<file path="src/hdl/isa_slave_pkg.sv">
// Constants for the ISA slave bus interface: decode spans, block codes, defaults.
// Assumes a single 50 MHz clock; all ISA pins are asynchronous to it.
package isa_slave_pkg;
  localparam int unsigned CLK_MHZ      = 50;
  localparam int unsigned SYNC_STAGES  = 2;
  localparam int unsigned ADDR_W       = 12;
  localparam int unsigned DATA_W       = 8;
  localparam int unsigned DMA_PAIRS    = 3;
  localparam int unsigned IRQ_OUTS     = 6;
  localparam int unsigned FIFO_DEPTH   = 16;
  // Decode windows, in bytes, above each base address
  localparam logic [11:0] CODEC_SPAN   = 12'h004;
  localparam logic [11:0] SYNTH_SPAN   = 12'h004;
  localparam logic [11:0] PERIPH_SPAN  = 12'h008;
  // Upper address field position on the shared pins
  localparam int unsigned UPPER_LSB    = 12;
  // Strap value after reset: upper address mode
  localparam logic        STRAP_RESET  = 1'b1;
  // Default host channel for each request/acknowledge pair
  localparam logic [8:0]  DMA_MAP_DEFAULT = {3'h3, 3'h1, 3'h0};
  // Default host interrupt line for each output, first output lowest
  localparam logic [23:0] IRQ_MAP_DEFAULT = {4'hf, 4'hc, 4'hb, 4'h9, 4'h7, 4'h5};
  typedef enum logic [1:0] {
    SEL_NONE  = 2'h0,
    SEL_CODEC = 2'h1,
    SEL_SYNTH = 2'h2,
    SEL_PERIPH = 2'h3
  } block_sel_e;
endpackage

</file>
<file path="src/hdl/fifo_if.sv">
// Carrier between the bus front end and its byte FIFO.
// Assumes both ends run on the same clock.
`timescale 1ns/1ps
interface fifo_if #(parameter int unsigned WIDTH = 8);
  logic             push_valid;
  logic             push_ready;
  logic [WIDTH-1:0] push_data;
  logic             pop_valid;
  logic             pop_ready;
  logic [WIDTH-1:0] pop_data;
  modport writer (output push_valid, output push_data, input push_ready,
                  input pop_valid, input pop_data, output pop_ready);
  modport buffer (input push_valid, input push_data, output push_ready,
                  output pop_valid, output pop_data, input pop_ready);
endinterface

</file>
<file path="src/hdl/isa_byte_fifo.sv">
// Byte FIFO with registered read data, first word shown ahead.
// Assumes one clock and a synchronous active-high reset.
`timescale 1ns/1ps
module isa_byte_fifo #(
  parameter int unsigned WIDTH = 8,
  parameter int unsigned DEPTH = 16
) (
  input  wire logic clk_i,
  input  wire logic reset_i,
  fifo_if.buffer    f
);
  localparam int unsigned MEM = DEPTH - 1;
  localparam int unsigned PW  = $clog2(DEPTH);

  // Refuse shapes the pointer wrap cannot serve
  if (DEPTH < 4 || WIDTH < 1) begin : g_bad_shape
    $error("isa_byte_fifo: DEPTH must be at least 4 and WIDTH at least 1");
  end

  logic [WIDTH-1:0] mem [MEM];
  logic [PW-1:0]    wptr;
  logic [PW-1:0]    rptr;
  logic [PW:0]      count;
  logic             push;
  logic             load;

  // One word lives in the output register, the rest in memory
  assign f.push_ready = (count != (PW+1)'(MEM));
  assign push = f.push_valid && f.push_ready;
  assign load = (count != '0) && (!f.pop_valid || f.pop_ready);

  always_ff @(posedge clk_i) begin
    if (push) begin
      mem[wptr] <= f.push_data;
    end
  end

  always_ff @(posedge clk_i) begin
    if (reset_i) begin
      wptr  <= '0;
      rptr  <= '0;
      count <= '0;
    end else begin
      if (push) begin
        wptr <= (wptr == PW'(MEM - 1)) ? '0 : wptr + 1'b1;
      end
      if (load) begin
        rptr <= (rptr == PW'(MEM - 1)) ? '0 : rptr + 1'b1;
      end
      count <= count + (PW+1)'(push) - (PW+1)'(load);
    end
  end

  always_ff @(posedge clk_i) begin
    if (reset_i) begin
      f.pop_valid <= 1'b0;
      f.pop_data  <= '0;
    end else if (load) begin
      f.pop_valid <= 1'b1;
      f.pop_data  <= mem[rptr];
    end else if (f.pop_ready) begin
      f.pop_valid <= 1'b0;
    end
  end
endmodule // isa_byte_fifo

</file>
<file path="src/hdl/isa_slave_bus_interface.sv">
// ISA slave front end: I/O decode, strobes, wait states, DMA pairs, interrupts, synth select.
// Assumes every ISA pin is asynchronous; configuration ports come from same-clock logic.
// Overview of operation
// - Low twelve address bits select internal block
// - Upper mode: accept decode only if upper zero
// - Strap sampled at bus reset fall
// - Peripheral read disable stops data drive
// - Serial port use suppresses peripheral reads
// - Address enable low I/O, high DMA
// - Read strobe returns register or DMA data
// - Write strobe goes to codec or synth register, or DMA
// - Pull ready low until able to respond
// - Request held until transfer bytes done
// - Default channels 0,1,3; map is loadable
// - Acknowledge latches or drives data bus
// - Interrupt outputs driven only when enabled
// - Default interrupt lines 5,7,9,11,12,15; loadable
// - Synth select low on external synth hit
// - Internal synth enabled frees synth select
// - Volume enable makes synth select volume-up
`timescale 1ns/1ps
module isa_slave_bus_interface (
  // Clock and reset
  input  wire logic        CLK_I,
  input  wire logic        RESET_I,
  // ISA bus
  input  wire logic        BUS_RESET_I,
  input  wire logic [15:0] SA_I,
  input  wire logic        AEN_I,
  input  wire logic        IOR_N_I,
  input  wire logic        IOW_N_I,
  input  wire logic [7:0]  SD_I,
  output logic      [7:0]  SD_O,
  output logic             SD_OE_O,
  output logic             CHRDY_O,
  output logic             CHRDY_OE_O,
  output logic      [2:0]  DMA_REQUEST_LINES_O,
  input  wire logic [2:0]  DMA_ACKNOWLEDGE_INPUTS_N_I,
  output logic      [5:0]  IRQ_O,
  output logic      [5:0]  IRQ_OE_O,
  // Peripheral port pins
  input  wire logic        PERIPHERAL_READ_STROBE_I,
  output logic             PERIPHERAL_READ_STROBE_N_O,
  output logic             PERIPHERAL_READ_STROBE_OE_O,
  input  wire logic        SYNTH_CHIP_SELECT_I,
  output logic             SYNTH_CHIP_SELECT_N_O,
  output logic             SYNTH_CHIP_SELECT_OE_O,
  input  wire logic [7:0]  PERIPHERAL_DATA_PINS_I,
  // Configuration
  input  wire logic [11:0] CODEC_BASE_I,
  input  wire logic [11:0] SYNTH_BASE_I,
  input  wire logic [11:0] PERIPH_BASE_I,
  input  wire logic        PERIPHERAL_READ_DISABLE_I,
  input  wire logic        SERIAL_PORT_SWITCH_I,
  input  wire logic        SERIAL_PORT_ENABLE_I,
  input  wire logic        WAVETABLE_PORT_ENABLE_I,
  input  wire logic        INTERNAL_SYNTH_ENABLE_I,
  input  wire logic        VOLUME_CONTROL_ENABLE_I,
  input  wire logic [5:0]  IRQ_ENABLE_I,
  input  wire logic        MAP_LOAD_I,
  input  wire logic [8:0]  DMA_MAP_I,
  input  wire logic [23:0] IRQ_MAP_I,
  // Status
  output logic             UPPER_ADDR_MODE_O,
  output logic             VOLUME_UP_O,
  output logic      [8:0]  DMA_MAP_O,
  output logic      [23:0] IRQ_MAP_O,
  // Register side
  output logic             REG_WR_O,
  output logic             REG_RD_O,
  output logic      [1:0]  REG_SEL_O,
  output logic      [11:0] REG_ADDR_O,
  output logic      [7:0]  REG_WDATA_O,
  input  wire logic [7:0]  REG_RDATA_I,
  input  wire logic        REG_RVALID_I,
  // DMA and interrupt side
  input  wire logic [2:0]  DMA_START_I,
  input  wire logic [2:0]  DMA_BYTES_I,
  input  wire logic [7:0]  DMA_RD_DATA_I,
  input  wire logic [5:0]  IRQ_EVENT_I,
  output logic             CAPTURE_VALID_O,
  output logic      [7:0]  CAPTURE_DATA_O,
  input  wire logic        CAPTURE_READY_I
);
  localparam int unsigned SYN_W = 41;

  typedef enum logic [3:0] {
    ST_IDLE   = 4'b0001,
    ST_RDWAIT = 4'b0010,
    ST_PUSH   = 4'b0100,
    ST_HOLD   = 4'b1000
  } cycle_state_e;

  fifo_if #(.WIDTH(isa_slave_pkg::DATA_W)) cap ();

  isa_byte_fifo #(
    .WIDTH (isa_slave_pkg::DATA_W),
    .DEPTH (isa_slave_pkg::FIFO_DEPTH)
  ) u_fifo (
    .clk_i   (CLK_I),
    .reset_i (RESET_I),
    .f       (cap.buffer)
  );

  // Two-stage synchroniser for every pin input
  logic [SYN_W-1:0] sync1;
  logic [SYN_W-1:0] sync2;
  logic [SYN_W-1:0] sync_raw;
  assign sync_raw = {SYNTH_CHIP_SELECT_I, PERIPHERAL_DATA_PINS_I, PERIPHERAL_READ_STROBE_I,
                     BUS_RESET_I, DMA_ACKNOWLEDGE_INPUTS_N_I, IOW_N_I, IOR_N_I, AEN_I,
                     SD_I, SA_I};
  always_ff @(posedge CLK_I) begin
    if (RESET_I) begin
      sync1 <= {1'b1, 8'h00, 1'b1, 1'b0, 3'h7, 1'b1, 1'b1, 1'b0, 8'h00, 16'h0000};
      sync2 <= {1'b1, 8'h00, 1'b1, 1'b0, 3'h7, 1'b1, 1'b1, 1'b0, 8'h00, 16'h0000};
    end else begin
      sync1 <= sync_raw;
      sync2 <= sync1;
    end
  end

  logic [15:0] sa_s;
  logic [7:0]  sd_s;
  logic        aen_s;
  logic        ior_n_s;
  logic        iow_n_s;
  logic [2:0]  dack_n_s;
  logic        bres_s;
  logic        strap_s;
  logic [7:0]  pdp_s;
  logic        vol_n_s;
  assign sa_s     = sync2[15:0];
  assign sd_s     = sync2[23:16];
  assign aen_s    = sync2[24];
  assign ior_n_s  = sync2[25];
  assign iow_n_s  = sync2[26];
  assign dack_n_s = sync2[29:27];
  assign bres_s   = sync2[30];
  assign strap_s  = sync2[31];
  assign pdp_s    = sync2[39:32];
  assign vol_n_s  = sync2[40];

  // Strobe and bus reset edges
  logic ior_n_d;
  logic iow_n_d;
  logic bres_d;
  always_ff @(posedge CLK_I) begin
    if (RESET_I) begin
      ior_n_d <= 1'b1;
      iow_n_d <= 1'b1;
      bres_d  <= 1'b0;
    end else begin
      ior_n_d <= ior_n_s;
      iow_n_d <= iow_n_s;
      bres_d  <= bres_s;
    end
  end
  logic rd_start;
  logic wr_start;
  assign rd_start = ior_n_d && !ior_n_s;
  assign wr_start = iow_n_d && !iow_n_s;

  // strap caught at bus reset release
  logic upper_mode;
  always_ff @(posedge CLK_I) begin
    if (RESET_I) begin
      upper_mode <= isa_slave_pkg::STRAP_RESET;
    end else if (bres_d && !bres_s) begin
      upper_mode <= strap_s;
    end
  end

  function automatic logic in_window(input logic [11:0] a, input logic [11:0] base,
                                     input logic [11:0] span);
    logic [11:0] off;
    off = a - base;
    return (a >= base) && (off < span);
  endfunction

  // upper bits must be zero in upper mode
  logic upper_ok;
  assign upper_ok = !upper_mode || (sa_s[15:isa_slave_pkg::UPPER_LSB] == 4'h0);

  logic io_cycle;
  logic dma_cycle;
  assign io_cycle  = !aen_s;
  assign dma_cycle = aen_s && (dack_n_s != 3'h7);

  logic [1:0] hit_sel;
  always_comb begin
    hit_sel = isa_slave_pkg::SEL_NONE;
    // no register decode while address enable high
    if (io_cycle && upper_ok) begin
      if (in_window(sa_s[11:0], CODEC_BASE_I, isa_slave_pkg::CODEC_SPAN)) begin
        hit_sel = isa_slave_pkg::SEL_CODEC;
      end else if (in_window(sa_s[11:0], SYNTH_BASE_I, isa_slave_pkg::SYNTH_SPAN)) begin
        hit_sel = isa_slave_pkg::SEL_SYNTH;
      end else if (in_window(sa_s[11:0], PERIPH_BASE_I, isa_slave_pkg::PERIPH_SPAN)) begin
        hit_sel = isa_slave_pkg::SEL_PERIPH;
      end
    end
  end

  // configuration disables peripheral reads; serial pin use
  logic periph_rd_block;
  assign periph_rd_block = PERIPHERAL_READ_DISABLE_I || SERIAL_PORT_SWITCH_I ||
                           SERIAL_PORT_ENABLE_I || WAVETABLE_PORT_ENABLE_I;

  logic ext_synth;
  assign ext_synth = !INTERNAL_SYNTH_ENABLE_I && !VOLUME_CONTROL_ENABLE_I;

  // DMA channel picked from the lowest active acknowledge
  logic [1:0] dma_ch;
  always_comb begin
    dma_ch = 2'h0;
    if (!dack_n_s[2]) dma_ch = 2'h2;
    if (!dack_n_s[1]) dma_ch = 2'h1;
    if (!dack_n_s[0]) dma_ch = 2'h0;
  end

  cycle_state_e state;
  logic [1:0]   cur_sel;
  logic [2:0]   cnt [3];

  // Bus cycle sequencing
  always_ff @(posedge CLK_I) begin
    if (RESET_I) begin
      state       <= ST_IDLE;
      cur_sel     <= isa_slave_pkg::SEL_NONE;
      REG_WR_O    <= 1'b0;
      REG_RD_O    <= 1'b0;
      REG_SEL_O   <= 2'h0;
      REG_ADDR_O  <= 12'h000;
      REG_WDATA_O <= 8'h00;
      SD_O        <= 8'h00;
      SD_OE_O     <= 1'b0;
      cap.push_valid <= 1'b0;
      cap.push_data  <= 8'h00;
    end else begin
      REG_WR_O <= 1'b0;
      REG_RD_O <= 1'b0;
      case (state)
        ST_IDLE: begin
          cur_sel <= hit_sel;
          if (dma_cycle && wr_start) begin
            // acknowledge with write latches the bus byte
            cap.push_valid <= 1'b1;
            cap.push_data  <= sd_s;
            state          <= ST_PUSH;
          end else if (dma_cycle && rd_start) begin
            // read returns DMA data; drive on acknowledge
            SD_O    <= DMA_RD_DATA_I;
            SD_OE_O <= 1'b1;
            state   <= ST_HOLD;
          end else if (wr_start && hit_sel != isa_slave_pkg::SEL_NONE) begin
            // write strobe reaches a codec or synth control register; none for peripheral
            REG_WR_O    <= (hit_sel != isa_slave_pkg::SEL_PERIPH);
            REG_SEL_O   <= hit_sel;
            REG_ADDR_O  <= sa_s[11:0];
            REG_WDATA_O <= sd_s;
            state       <= ST_HOLD;
          end else if (rd_start && hit_sel == isa_slave_pkg::SEL_PERIPH) begin
            SD_O    <= pdp_s;
            SD_OE_O <= !periph_rd_block;
            state   <= ST_HOLD;
          end else if (rd_start && hit_sel != isa_slave_pkg::SEL_NONE) begin
            REG_RD_O   <= 1'b1;
            REG_SEL_O  <= hit_sel;
            REG_ADDR_O <= sa_s[11:0];
            state      <= ST_RDWAIT;
          end
        end
        ST_RDWAIT: begin
          if (REG_RVALID_I) begin
            SD_O    <= REG_RDATA_I;
            SD_OE_O <= 1'b1;
            state   <= ST_HOLD;
          end
        end
        ST_PUSH: begin
          if (cap.push_ready) begin
            cap.push_valid <= 1'b0;
            state          <= ST_HOLD;
          end
        end
        ST_HOLD: begin
          if (ior_n_s && iow_n_s) begin
            SD_OE_O <= 1'b0;
            cur_sel <= isa_slave_pkg::SEL_NONE;
            state   <= ST_IDLE;
          end
        end
        default: state <= ST_IDLE;
      endcase
    end
  end

  // hold ready low until data or buffer room; host waits on it
  always_ff @(posedge CLK_I) begin
    if (RESET_I) begin
      CHRDY_OE_O <= 1'b0;
    end else begin
      CHRDY_OE_O <= (state == ST_RDWAIT && !REG_RVALID_I) ||
                    (state == ST_IDLE && (rd_start || wr_start) &&
                     (dma_cycle ? wr_start : hit_sel == isa_slave_pkg::SEL_CODEC ||
                      hit_sel == isa_slave_pkg::SEL_SYNTH) && !(dma_cycle && !wr_start)) ||
                    (state == ST_PUSH && !cap.push_ready);
    end
  end
  assign CHRDY_O = 1'b0;

  // request held until the transfer's bytes have moved
  always_ff @(posedge CLK_I) begin
    if (RESET_I) begin
      cnt[0] <= 3'h0;
      cnt[1] <= 3'h0;
      cnt[2] <= 3'h0;
      DMA_REQUEST_LINES_O <= 3'h0;
    end else begin
      for (int i = 0; i < 3; i++) begin
        if (DMA_START_I[i]) begin
          cnt[i] <= DMA_BYTES_I;
        end else if (state == ST_IDLE && dma_cycle && (rd_start || wr_start) &&
                     dma_ch == 2'(i) && cnt[i] != 3'h0) begin
          cnt[i] <= cnt[i] - 3'h1;
        end
        DMA_REQUEST_LINES_O[i] <= (cnt[i] != 3'h0);
      end
    end
  end

  // channel map defaults, loadable; interrupt map likewise
  always_ff @(posedge CLK_I) begin
    if (RESET_I) begin
      DMA_MAP_O <= isa_slave_pkg::DMA_MAP_DEFAULT;
      IRQ_MAP_O <= isa_slave_pkg::IRQ_MAP_DEFAULT;
    end else if (MAP_LOAD_I) begin
      DMA_MAP_O <= DMA_MAP_I;
      IRQ_MAP_O <= IRQ_MAP_I;
    end
  end

  // each interrupt output driven only when enabled
  always_ff @(posedge CLK_I) begin
    if (RESET_I) begin
      IRQ_O    <= 6'h00;
      IRQ_OE_O <= 6'h00;
    end else begin
      IRQ_O    <= IRQ_EVENT_I & IRQ_ENABLE_I;
      IRQ_OE_O <= IRQ_ENABLE_I;
    end
  end

  // Peripheral pins: strobe released during bus reset so the strap can be read
  logic cycle_active;
  assign cycle_active = (state != ST_IDLE);
  always_ff @(posedge CLK_I) begin
    if (RESET_I) begin
      PERIPHERAL_READ_STROBE_N_O  <= 1'b1;
      PERIPHERAL_READ_STROBE_OE_O <= 1'b0;
      SYNTH_CHIP_SELECT_N_O       <= 1'b1;
      SYNTH_CHIP_SELECT_OE_O      <= 1'b0;
      VOLUME_UP_O                 <= 1'b0;
      UPPER_ADDR_MODE_O           <= isa_slave_pkg::STRAP_RESET;
    end else begin
      PERIPHERAL_READ_STROBE_OE_O <= !bres_s;
      PERIPHERAL_READ_STROBE_N_O  <= !(cycle_active && !ior_n_s &&
                                       (cur_sel == isa_slave_pkg::SEL_PERIPH ||
                                        (cur_sel == isa_slave_pkg::SEL_SYNTH && ext_synth)));
      // select low on external synth hit; internal synth frees it
      SYNTH_CHIP_SELECT_N_O  <= !(cycle_active && ext_synth &&
                                  cur_sel == isa_slave_pkg::SEL_SYNTH);
      // volume enable turns the pin into an input
      SYNTH_CHIP_SELECT_OE_O <= !VOLUME_CONTROL_ENABLE_I;
      VOLUME_UP_O            <= VOLUME_CONTROL_ENABLE_I && !vol_n_s;
      UPPER_ADDR_MODE_O      <= upper_mode;
    end
  end

  assign cap.pop_ready   = CAPTURE_READY_I;
  assign CAPTURE_VALID_O = cap.pop_valid;
  assign CAPTURE_DATA_O  = cap.pop_data;
endmodule // isa_slave_bus_interface

</file>
<file path="config.mk">
export PLATFORM = sky130hd
export DESIGN_NAME = isa_slave_bus_interface
export DESIGN_NICKNAME = d
export VERILOG_FILES = /design/src/hdl/isa_slave_pkg.sv /design/src/hdl/fifo_if.sv /design/src/hdl/isa_byte_fifo.sv /design/src/hdl/isa_slave_bus_interface.sv
export SDC_FILE = /design/constraint.sdc
export NUM_CORES = 1
export LEC_CHECK = 0
export ABC_AREA = 1
export ABC_CLOCK_PERIOD_IN_PS = 5100
export BUFFER_PORTS_ARGS = -buffer_cell sky130_fd_sc_hd__buf_2
export CAP_MARGIN = 40
export CELL_PAD_IN_SITES_DETAIL_PLACEMENT = 0
export CELL_PAD_IN_SITES_GLOBAL_PLACEMENT = 1
export CORE_MARGIN = 5
export CORE_UTILIZATION = 45
export DETAILED_ROUTE_END_ITERATION = 10
export GPL_ROUTABILITY_DRIVEN = 0
export MAX_ROUTING_LAYER = met4
export PLACE_DENSITY = 0.88
export SLEW_MARGIN = 10
export SYNTH_ARGS = -nofsm -noshare
export SYNTH_HDL_FRONTEND = slang
export SYNTH_SLANG_ARGS = --single-unit
</file>
<file path="constraint.sdc">
create_clock -name CLK_I -period 5.1 [get_ports CLK_I]
set_clock_uncertainty 0.2 [all_clocks]
set_input_delay 1.02 -clock CLK_I [delete_from_list [all_inputs] [get_ports CLK_I]]
set_output_delay 1.02 -clock CLK_I [all_outputs]
set_load 0.1 [all_outputs]
</file>
==> out/results.tsv, run 1 <==
metric	value	unit
clk_latency	0.52	ns
setup_violations	0	
start_kind	primary input	
yosysTopAreaCell	dfxtp_1	
finalCritPeriodShare	0.770	
post_drt_wl_per_cell	15.1	um
yosysTopAreaCellShare	0.283	
postCtsSetupBuffers	0	
path_max_fanout	17	
htreeDepth	2	
path_buf_inv	4	
rsz0062_at_grt	no	
drc_errors	0	
hpwl	27500	um
p_per_area	414	nW/um^2
via_per_inst	4.89	
critical_path.slowest_cell	ha_1	
final-hold-violation-count	0	
cts_made_buffers	37	
grt_pass1_wl	60500	um
ios	253	
cts_resized	0	
start_util	0.458	
die_w	192	um
postSynthAreaPerCell	8.41	um^2
antenna_found_initial	2	
nets	2228	
status	finished clean	
drtIter0Drc	792	
p_leak	8.22	nW
finalCriticalPeriod	3.93	ns
hold_slack	0.196	ns
async_flop_share	0	
synth_cell_types	55	
layout-drive-gt1-share	0.185	
drv_slew	0	
coreArea	32600	um^2
fp-row-count	66	
root_buffer	clkbuf_16	
grt_pass1_vias	12003	
required	5.36	ns
ys_ff_latch	340	
r2r_setup_slack	1.30	ns
area_growth_syn_to_layout	19.3	%
clkSlewWorstSetupHoldPaths	0.06	ns
synth_common_cells	355 x nand2_1, 268 x nor2_1, 249 x inv_1	
maxCapViolCount	0	
tightestPinTransition	0.874	ns
synth_area_leaders	dfxtp_1 28%, edfxtp_1 26%, nand2_1 8.9%, nor2_1 6.7%, inv_1 6.3%	
gr-usage-all-layers	0.208	
crit_path_max_incr_delay	0.34	ns
slew_headroom	0.415	
crit_family	simple AND/OR/NAND/NOR gates	
critPathCaptureType	register	
grt_max_degree	88	
tns	0	ns
yosysMostFrequentCell	nand2_1	
synth-edff-count	129	
cpMostUsedCell	nand2_1	
hold_class	reg2reg	
routed_wl	37600	um
cts_max_path_buffers	3	
vias	12191	
power.total	7.37	mW
synth_nets	1984	
cts_sinks	340	
dr.pass1.iters	5	
crit_type	in2reg	
drt.antenna.violating_nets	0	
die_h	192	um
fp.dieArea	36900	um^2
dp.cells	2424	
grt_overflow	0	
critPathArrivalTime	4.18	ns
fin_cells	2492	
ir_drop	0.280	mV
synthCells	1777	
ys_seq_area_frac	0.542	
yosysWarnings	0	
placement.io_buffers	251	
cts_tree	yes	
holdBufCountCts	0	
syn_area	14900	um^2
fmax	255	MHz
synth_ff_type	dfxtp_1	
==> cells in the final DEF, fill, tap and decap left out, types with 16 or more instances in the layout <==
master and count:
dfxtp_1 211, nand4_1 19, inv_1 248, clkbuf_16 38, a21oi_1 62, inv_2 16
nand3_1 91, or2_2 17, buf_2 250, o21ai_0 109, nand2_1 355, ha_1 51
nor2_1 268, edfxtp_1 129
==> layer usage <==
metal | part of all wire | vias to the layer above | wire, um | track usage
met3 | 0.059 | 61 | 2220 | 0.0380
met5 | 0 | - | 0 | -
met4 | 0.021 | 0 | 771 | 0.0521
met2 | 0.47 | 334 | 17800 | 0.343
li1 | - | 6239 | - | -
met1 | 0.45 | 5557 | 16800 | 0.268
==> power breakdown <==
| part | total (mW) | switching (mW) | internal (mW) | leakage [nW] |
|---|---|---|---|---|
| registers | 3.04 | 0.0950 | 2.95 | 2.76 |
| clock network | 2.56 | 1.07 | 1.49 | 0.577 |
| logic | 1.77 | 1.32 | 0.453 | 4.89 |
==> registers in the layout (all words and copies together), names as in the netlist, 9 cells and up <==
signal	count
sync2	41
sync1	41
IRQ_MAP_O	24
cnt	9
DMA_MAP_O	9
u_fifo.mem	120
REG_ADDR_O	12
==> path summary, 6_finish.rpt <==
kind                                           start                      to  depth (start not counted)
worst max register to register   sync2[6]$_SDFF_PP0_    SD_OE_O$_SDFFE_PP0P_                         23
worst min-delay path            sync2[40]$_SDFF_PP1_  VOLUME_UP_O$_SDFF_PP0_                          1
worst max-delay path                 SYNTH_BASE_I[7]    SD_OE_O$_SDFFE_PP0P_                         25
worst min register to register  sync2[40]$_SDFF_PP1_  VOLUME_UP_O$_SDFF_PP0_                          1
==> logic make-up after synthesis <==
| group | count (synthesis) | synth area share |
|---|---|---|
| compound gates | 253 | 0.0999 |
| xor+xnor | 7 | 0.00410 |
| fa+ha+maj | 52 | 0.0440 |
| buf+inv | 327 | 0.0842 |
| flops | 340 | 0.542 |
| mux | 1 | 0.000670 |
| other cells | 1 | 0.000251 |
| simple gates | 796 | 0.225 |
==> stage by stage <==
step	cell area [um^2]	util	setup WS, ns
6_report	17800	0.546	1.17
5_1_grt	17800	0.546	0.710
4_1_cts	17800	0.546	1.20
3_5_place_dp	16600	0.510	0.687
3_3_place_gp	16600	0.508	0.780
2_1_floorplan	14900	-	1.26
==> cell type report <==
type	instances	area (um^2)
Antenna cell	2	5.00
Inverter	268	1010
Timing Repair Buffer	264	1400
Sequential cell	340	8100
Clock inverter	17	145
Tap cell	442	553
Clock buffer	49	1030
Multi-Input combinational cell	1110	5580
Fill cell	3032	14800
Note: power is estimated with default switching activity, not from simulation.
==> run 2, diff against run 1 <==
--- a/config.mk
+++ b/config.mk
@@ -6,17 +6,17 @@
 export NUM_CORES = 1
 export LEC_CHECK = 0
 export ABC_AREA = 1
-export ABC_CLOCK_PERIOD_IN_PS = 5100
+export ABC_CLOCK_PERIOD_IN_PS = 4100
 export BUFFER_PORTS_ARGS = -buffer_cell sky130_fd_sc_hd__buf_2
 export CAP_MARGIN = 40
 export CELL_PAD_IN_SITES_DETAIL_PLACEMENT = 0
 export CELL_PAD_IN_SITES_GLOBAL_PLACEMENT = 1
 export CORE_MARGIN = 5
-export CORE_UTILIZATION = 45
+export CORE_UTILIZATION = 42
 export DETAILED_ROUTE_END_ITERATION = 10
 export GPL_ROUTABILITY_DRIVEN = 0
 export MAX_ROUTING_LAYER = met4
-export PLACE_DENSITY = 0.88
+export PLACE_DENSITY = 0.83
 export SLEW_MARGIN = 10
 export SYNTH_ARGS = -nofsm -noshare
 export SYNTH_HDL_FRONTEND = slang
==> constraint.sdc (replaced) <==
create_clock -name CLK_I -period 4.1 [get_ports CLK_I]
set_clock_uncertainty 0.2 [all_clocks]
set_input_delay 0.82 -clock CLK_I [delete_from_list [all_inputs] [get_ports CLK_I]]
set_output_delay 0.82 -clock CLK_I [all_outputs]
set_load 0.1 [all_outputs]
==> out/results.tsv, run 2 (synthesized netlist as in run 1, its figures left out) <==
metric	value	unit
p_leak	8.34	nW
cts_sinks	340	
via_per_inst	4.89	
final_area	18000	um^2
ios	253	
drc_errors	0	
finalCritPeriodShare	0.923	
placement.io_buffers	251	
critPathCaptureType	register	
path_max_fanout	8	
status	finished clean	
power.total	9.33	mW
ir_drop	0.366	mV
clk_latency	0.52	ns
finalCriticalPeriod	3.78	ns
routed_wl	38900	um
hpwl	28400	um
setup_violations	0	
grt_pass1_wl	61500	um
hold_class	reg2reg	
pwr-share-seq	0.405	
tightestPinTransition	0.892	ns
cp_cell_sequence	ha_1 -> nand2_1 -> inv_1 -> nand2_1 -> nand2_1 -> buf_4 -> nand2_1 -> nand2_1 -> nand2_1 -> nand2_1 -> nor2_1 -> nand3_1 -> nand2_1 -> nand2_1 -> ha_1 -> or2_1 -> nor2_1 -> nand2_1 -> buf_4 -> nor2_2 -> buf_4 -> o21ai_0 -> nor2_1	
postCtsSetupBuffers	0	
area_growth_syn_to_layout	20.7	%
hold_start	sync1[1]$_SDFF_PP0_	
r2r_setup_slack	0.32	ns
cpMostUsedCell	nand2_1	
dpl_cell_area	16800	um^2
whs_endpoint	sync2[1]$_SDFF_PP0_	
regToRegStartpoint	sync2[3]$_SDFF_PP0_	
fmax	264	MHz
vias	12348	
post_drt_wl_per_cell	15.4	um
fp-row-count	69	
drt.antenna.violating_nets	0	
comb_power_share	0.241	
cts_max_path_buffers	3	
crit_type	reg2reg	
fin_util	0.511	
largest_reg_flops	120	
top_regs	u_fifo.mem: 120 flops, sync1: 41 flops, sync2: 41 flops	
r2r_cells	23	
root_buffer	clkbuf_16	
clkSlewWorstSetupHoldPaths	0.06	ns
reg2reg_to	REG_WDATA_O[2]$_SDFFE_PP0P_	
grt_max_degree	71	
final_cell_mix	355 x nand2_1, 268 x nor2_1, 250 x buf_2	
grt_overflow	0	
largest_register	u_fifo.mem	
p_int	6.20	mW
cts_made_buffers	36	
holdBufCountCts	0	
antenna_found_initial	2	
start_kind	register	
required	4.35	ns
layout_commonest_cell	nand2_1	
critical_path.slowest_cell	dfxtp_1	
die_w	199	um
p_per_area	517	nW/um^2
layout-drive-gt1-share	0.193	
final-hold-violation-count	0	
htreeDepth	2	
gr-usage-all-layers	0.199	
cts_tree	yes	
fill_cells	3377	
grt_pass1_vias	11995	
rsz0062_at_grt	no	
place_ws	-0.0267	ns
maxCapViolCount	0	
slew_headroom	0.403	
drv_slew	0	
switching_share	0.336	
fp.dieArea	39400	um^2
nets	2244	
worst_slack	0.316	ns
coreArea	35300	um^2
hold_depth	2	
dr.pass1.iters	5	
critPathArrivalTime	4.03	ns
start_util	0.423	
p_clk_frac	0.354	
cts_resized	0	
crit_path_max_incr_delay	0.56	ns
p_switching	3.13	mW
drtIter0Drc	713	
die_h	199	um
## run 2: worst max-delay path: cells and delay by family (launching register included)
kind	cells	cell delay, ns
and+or+nand+nor	16	1.76
adders and majority gates	2	0.57
DFF	1	0.56
buffers and inverters	4	0.52
AOI/OAI and AO/OA	1	0.08
## run 2: how the worst max path moves through the flow
stage,slack (ns),cells after the start,start,endpoint
final,0.32,23,sync2[3]$_SDFF_PP0_,REG_WDATA_O[2]$_SDFFE_PP0P_
after global routing,0.008,23,sync2[3]$_SDFF_PP0_,REG_WDATA_O[2]$_SDFFE_PP0P_
after CTS,0.34,23,sync2[3]$_SDFF_PP0_,REG_WDATA_O[2]$_SDFFE_PP0P_
after detailed placement,-0.03,25,PERIPH_BASE_I[4],REG_WDATA_O[4]$_SDFFE_PP0P_
after global placement,0.002,25,PERIPH_BASE_I[4],REG_WDATA_O[7]$_SDFFE_PP0P_
after floorplan,0.46,26,PERIPH_BASE_I[3],SD_OE_O$_SDFFE_PP0P_
## run 2: metrics by stage
stage                     hold WS [ns]  cells  setup TNS [ns]
after floorplan                  0.167   1777               0
after global placement           0.188   2451               0
after detailed placement         0.192   2460          -0.116
after CTS                        0.200   2525               0
after global routing             0.211   2527               0
final                            0.196   2527               0
## run 2: final cells by class
type | count | area, um^2 | share of cell area
Sequential cell | 340 | 8100 | 0.449
Multi-Input combinational cell | 1110 | 5580 | 0.310
Timing Repair Buffer | 281 | 1550 | 0.0859
Clock buffer | 48 | 1020 | 0.0564
Inverter | 268 | 1010 | 0.0558
Tap cell | 461 | 577 | 0.0320
Clock inverter | 17 | 200 | 0.0111
Antenna cell | 2 | 5.00 | 0.000277
## run 2: metal layers
| layer | track usage | up-vias | wire [um] |
|---|---|---|---|
| met3 | 0.0362 | 49 | 2210 |
| met5 | - | - | 0 |
| met4 | 0.0499 | 0 | 793 |
| li1 | - | 6290 | - |
| met1 | 0.251 | 5663 | 16900 |
| met2 | 0.335 | 346 | 19000 |
## run 2: power by group through the flow
stage | clock network [mW] | registers [mW] | logic, mW
finish | 3.30 | 3.78 | 2.25
global route | 3.51 | 3.80 | 2.47
CTS | 3.39 | 3.78 | 2.26
detailed placement | 0 | 3.85 | 2.25
global placement | 0 | 3.85 | 2.21
floorplan | 0 | 4.45 | 1.06
==> run 3, diff against run 2 <==
--- a/config.mk
+++ b/config.mk
@@ -11,6 +11,7 @@
 export CAP_MARGIN = 40
 export CELL_PAD_IN_SITES_DETAIL_PLACEMENT = 0
 export CELL_PAD_IN_SITES_GLOBAL_PLACEMENT = 1
+export CORE_ASPECT_RATIO = 1.25
 export CORE_MARGIN = 5
 export CORE_UTILIZATION = 42
 export DETAILED_ROUTE_END_ITERATION = 10
==> out/results.tsv, run 3 (synthesized netlist as in run 1, its figures left out) <==
metric	value	unit
drc_errors	0	
fmax	273	MHz
fp.dieArea	39500	um^2
fp-row-count	77	
dpl_cell_area	16900	um^2
crit_type	reg2reg	
critPathCaptureType	register	
largest_register	u_fifo.mem	
ios	253	
drt.antenna.violating_nets	0	
cpMostUsedCell	nand2_1	
via_per_inst	4.87	
hpwl	28700	um
hold_slack	0.187	ns
final_area	18100	um^2
cts_tree	yes	
path_max_fanout	8	
post_drt_wl_per_cell	15.2	um
die_h	221	um
seq_area	8100	um^2
finalCritPeriodShare	0.893	
grt_max_degree	79	
fill_cells	3411	
slew_headroom	0.398	
multi_input_area	5580	um^2
critical_path.slowest_cell	dfxtp_1	
cp_cell_sequence	ha_1 -> nand2_1 -> inv_1 -> a21oi_1 -> nand2_1 -> nand2_1 -> nand2_1 -> nand3b_1 -> nor2_1 -> nand4_1 -> buf_4 -> nand2_1 -> nand2_1 -> ha_1 -> or2_1 -> nor2_1 -> nand2_1 -> nand3_1 -> nor2_4 -> buf_4 -> o21ai_0 -> a21oi_1	
grt_overflow	0	
routed_wl	38900	um
top_regs	u_fifo.mem: 120 flops, sync1: 41 flops, sync2: 41 flops	
area_growth_syn_to_layout	21.3	%
status	finished clean	
p_leak	8.37	nW
clkSlewWorstSetupHoldPaths	0.06	ns
hold_class	reg2reg	
ir_drop	0.318	mV
cts_max_path_buffers	3	
gr-usage-all-layers	0.202	
cts_sinks	340	
fin_util	0.514	
finalCriticalPeriod	3.66	ns
dr.pass1.iters	5	
drtIter0Drc	801	
coreArea	35300	um^2
placement.io_buffers	251	
cts_made_buffers	35	
layout-drive-gt1-share	0.196	
crit_path_max_incr_delay	0.49	ns
start_kind	register	
final-hold-violation-count	0	
tns	0	ns
start_util	0.424	
grt_pass1_wl	62800	um
maxCapViolCount	0	
drv_slew	0	
die_w	179	um
setup_violations	0	
vias	12419	
largest_reg_flops	120	
grt_pass1_vias	12319	
clk_latency	0.53	ns
final_cell_mix	355 x nand2_1, 268 x nor2_1, 250 x buf_2	
root_buffer	clkbuf_16	
htreeDepth	2	
tightestPinTransition	0.899	ns
antenna_found_initial	4	
layout_commonest_cell	nand2_1	
required	4.31	ns
nets	2252	
p_per_area	516	nW/um^2
rsz0062_at_grt	no	
critPathArrivalTime	3.87	ns
run 3: repair_timing:
| item | 4_1_cts | 5_1_grt |
|---|---|---|
| gates resized for setup | 0 | 2 |
| hold buffers | 0 | 0 |
| endpoints found under the setup margin | 0 | 2 |
| setup buffers | 0 | 0 |
run 3: worst max-delay path, delay by kind of cell, from the launching register on:
| kind | cells | cell delay, ns |
|---|---|---|
| fa+ha+maj | 2 | 0.54 |
| flops | 1 | 0.49 |
| buf+inv | 3 | 0.41 |
| compound gates | 3 | 0.38 |
| simple gates | 14 | 1.51 |
run 3: per-layer routing:
metal | up-vias | GRT usage | part of all wire
met1 | 5706 | 0.234 | 0.40
met5 | - | - | 0
met2 | 338 | 0.347 | 0.51
met3 | 83 | 0.0408 | 0.059
li1 | 6292 | - | -
met4 | 0 | 0.0689 | 0.032
run 3: path summary, 6_finish.rpt:
check | startpoint | endpoint | slack (ns) | depth (start not counted)
hold / removal | sync2[40]$_SDFF_PP1_ | VOLUME_UP_O$_SDFF_PP0_ | 0.19 | 1
setup / recovery | sync2[3]$_SDFF_PP0_ | SD_O[1]$_SDFFE_PP0P_ | 0.44 | 22
setup reg to reg | sync2[3]$_SDFF_PP0_ | SD_O[1]$_SDFFE_PP0P_ | 0.44 | 22
hold reg to reg | sync2[40]$_SDFF_PP1_ | VOLUME_UP_O$_SDFF_PP0_ | 0.19 | 1
run 3: per-stage QoR:
stage          power (mW)  worst slack, ns  instances
2_1_floorplan        5.51            0.458       1777
3_3_place_gp         6.05          -0.0137       2474
3_5_place_dp         6.08          -0.0296       2482
4_1_cts              9.45            0.288       2545
5_1_grt              9.83           0.0218       2549
6_report             9.36            0.438       2549
run 3: area by class of cell:
class / count / area share
multi-input combinational: 1110 / 0.308
inverter: 268 / 0.0556
antenna: 4 / 0.000552
sequential: 340 / 0.447
clock inverter: 13 / 0.0131
timing repair buffer: 290 / 0.0878
clock buffer: 50 / 0.0548
tap: 474 / 0.0327
run 3: power by group:
group	total [mW]	switching [mW]	leakage, nW	internal, mW
logic	2.21	1.63	5.02	0.583
registers	3.79	0.122	2.76	3.66
clock network	3.36	1.33	0.594	2.03
total	9.36	3.08	8.37	6.28
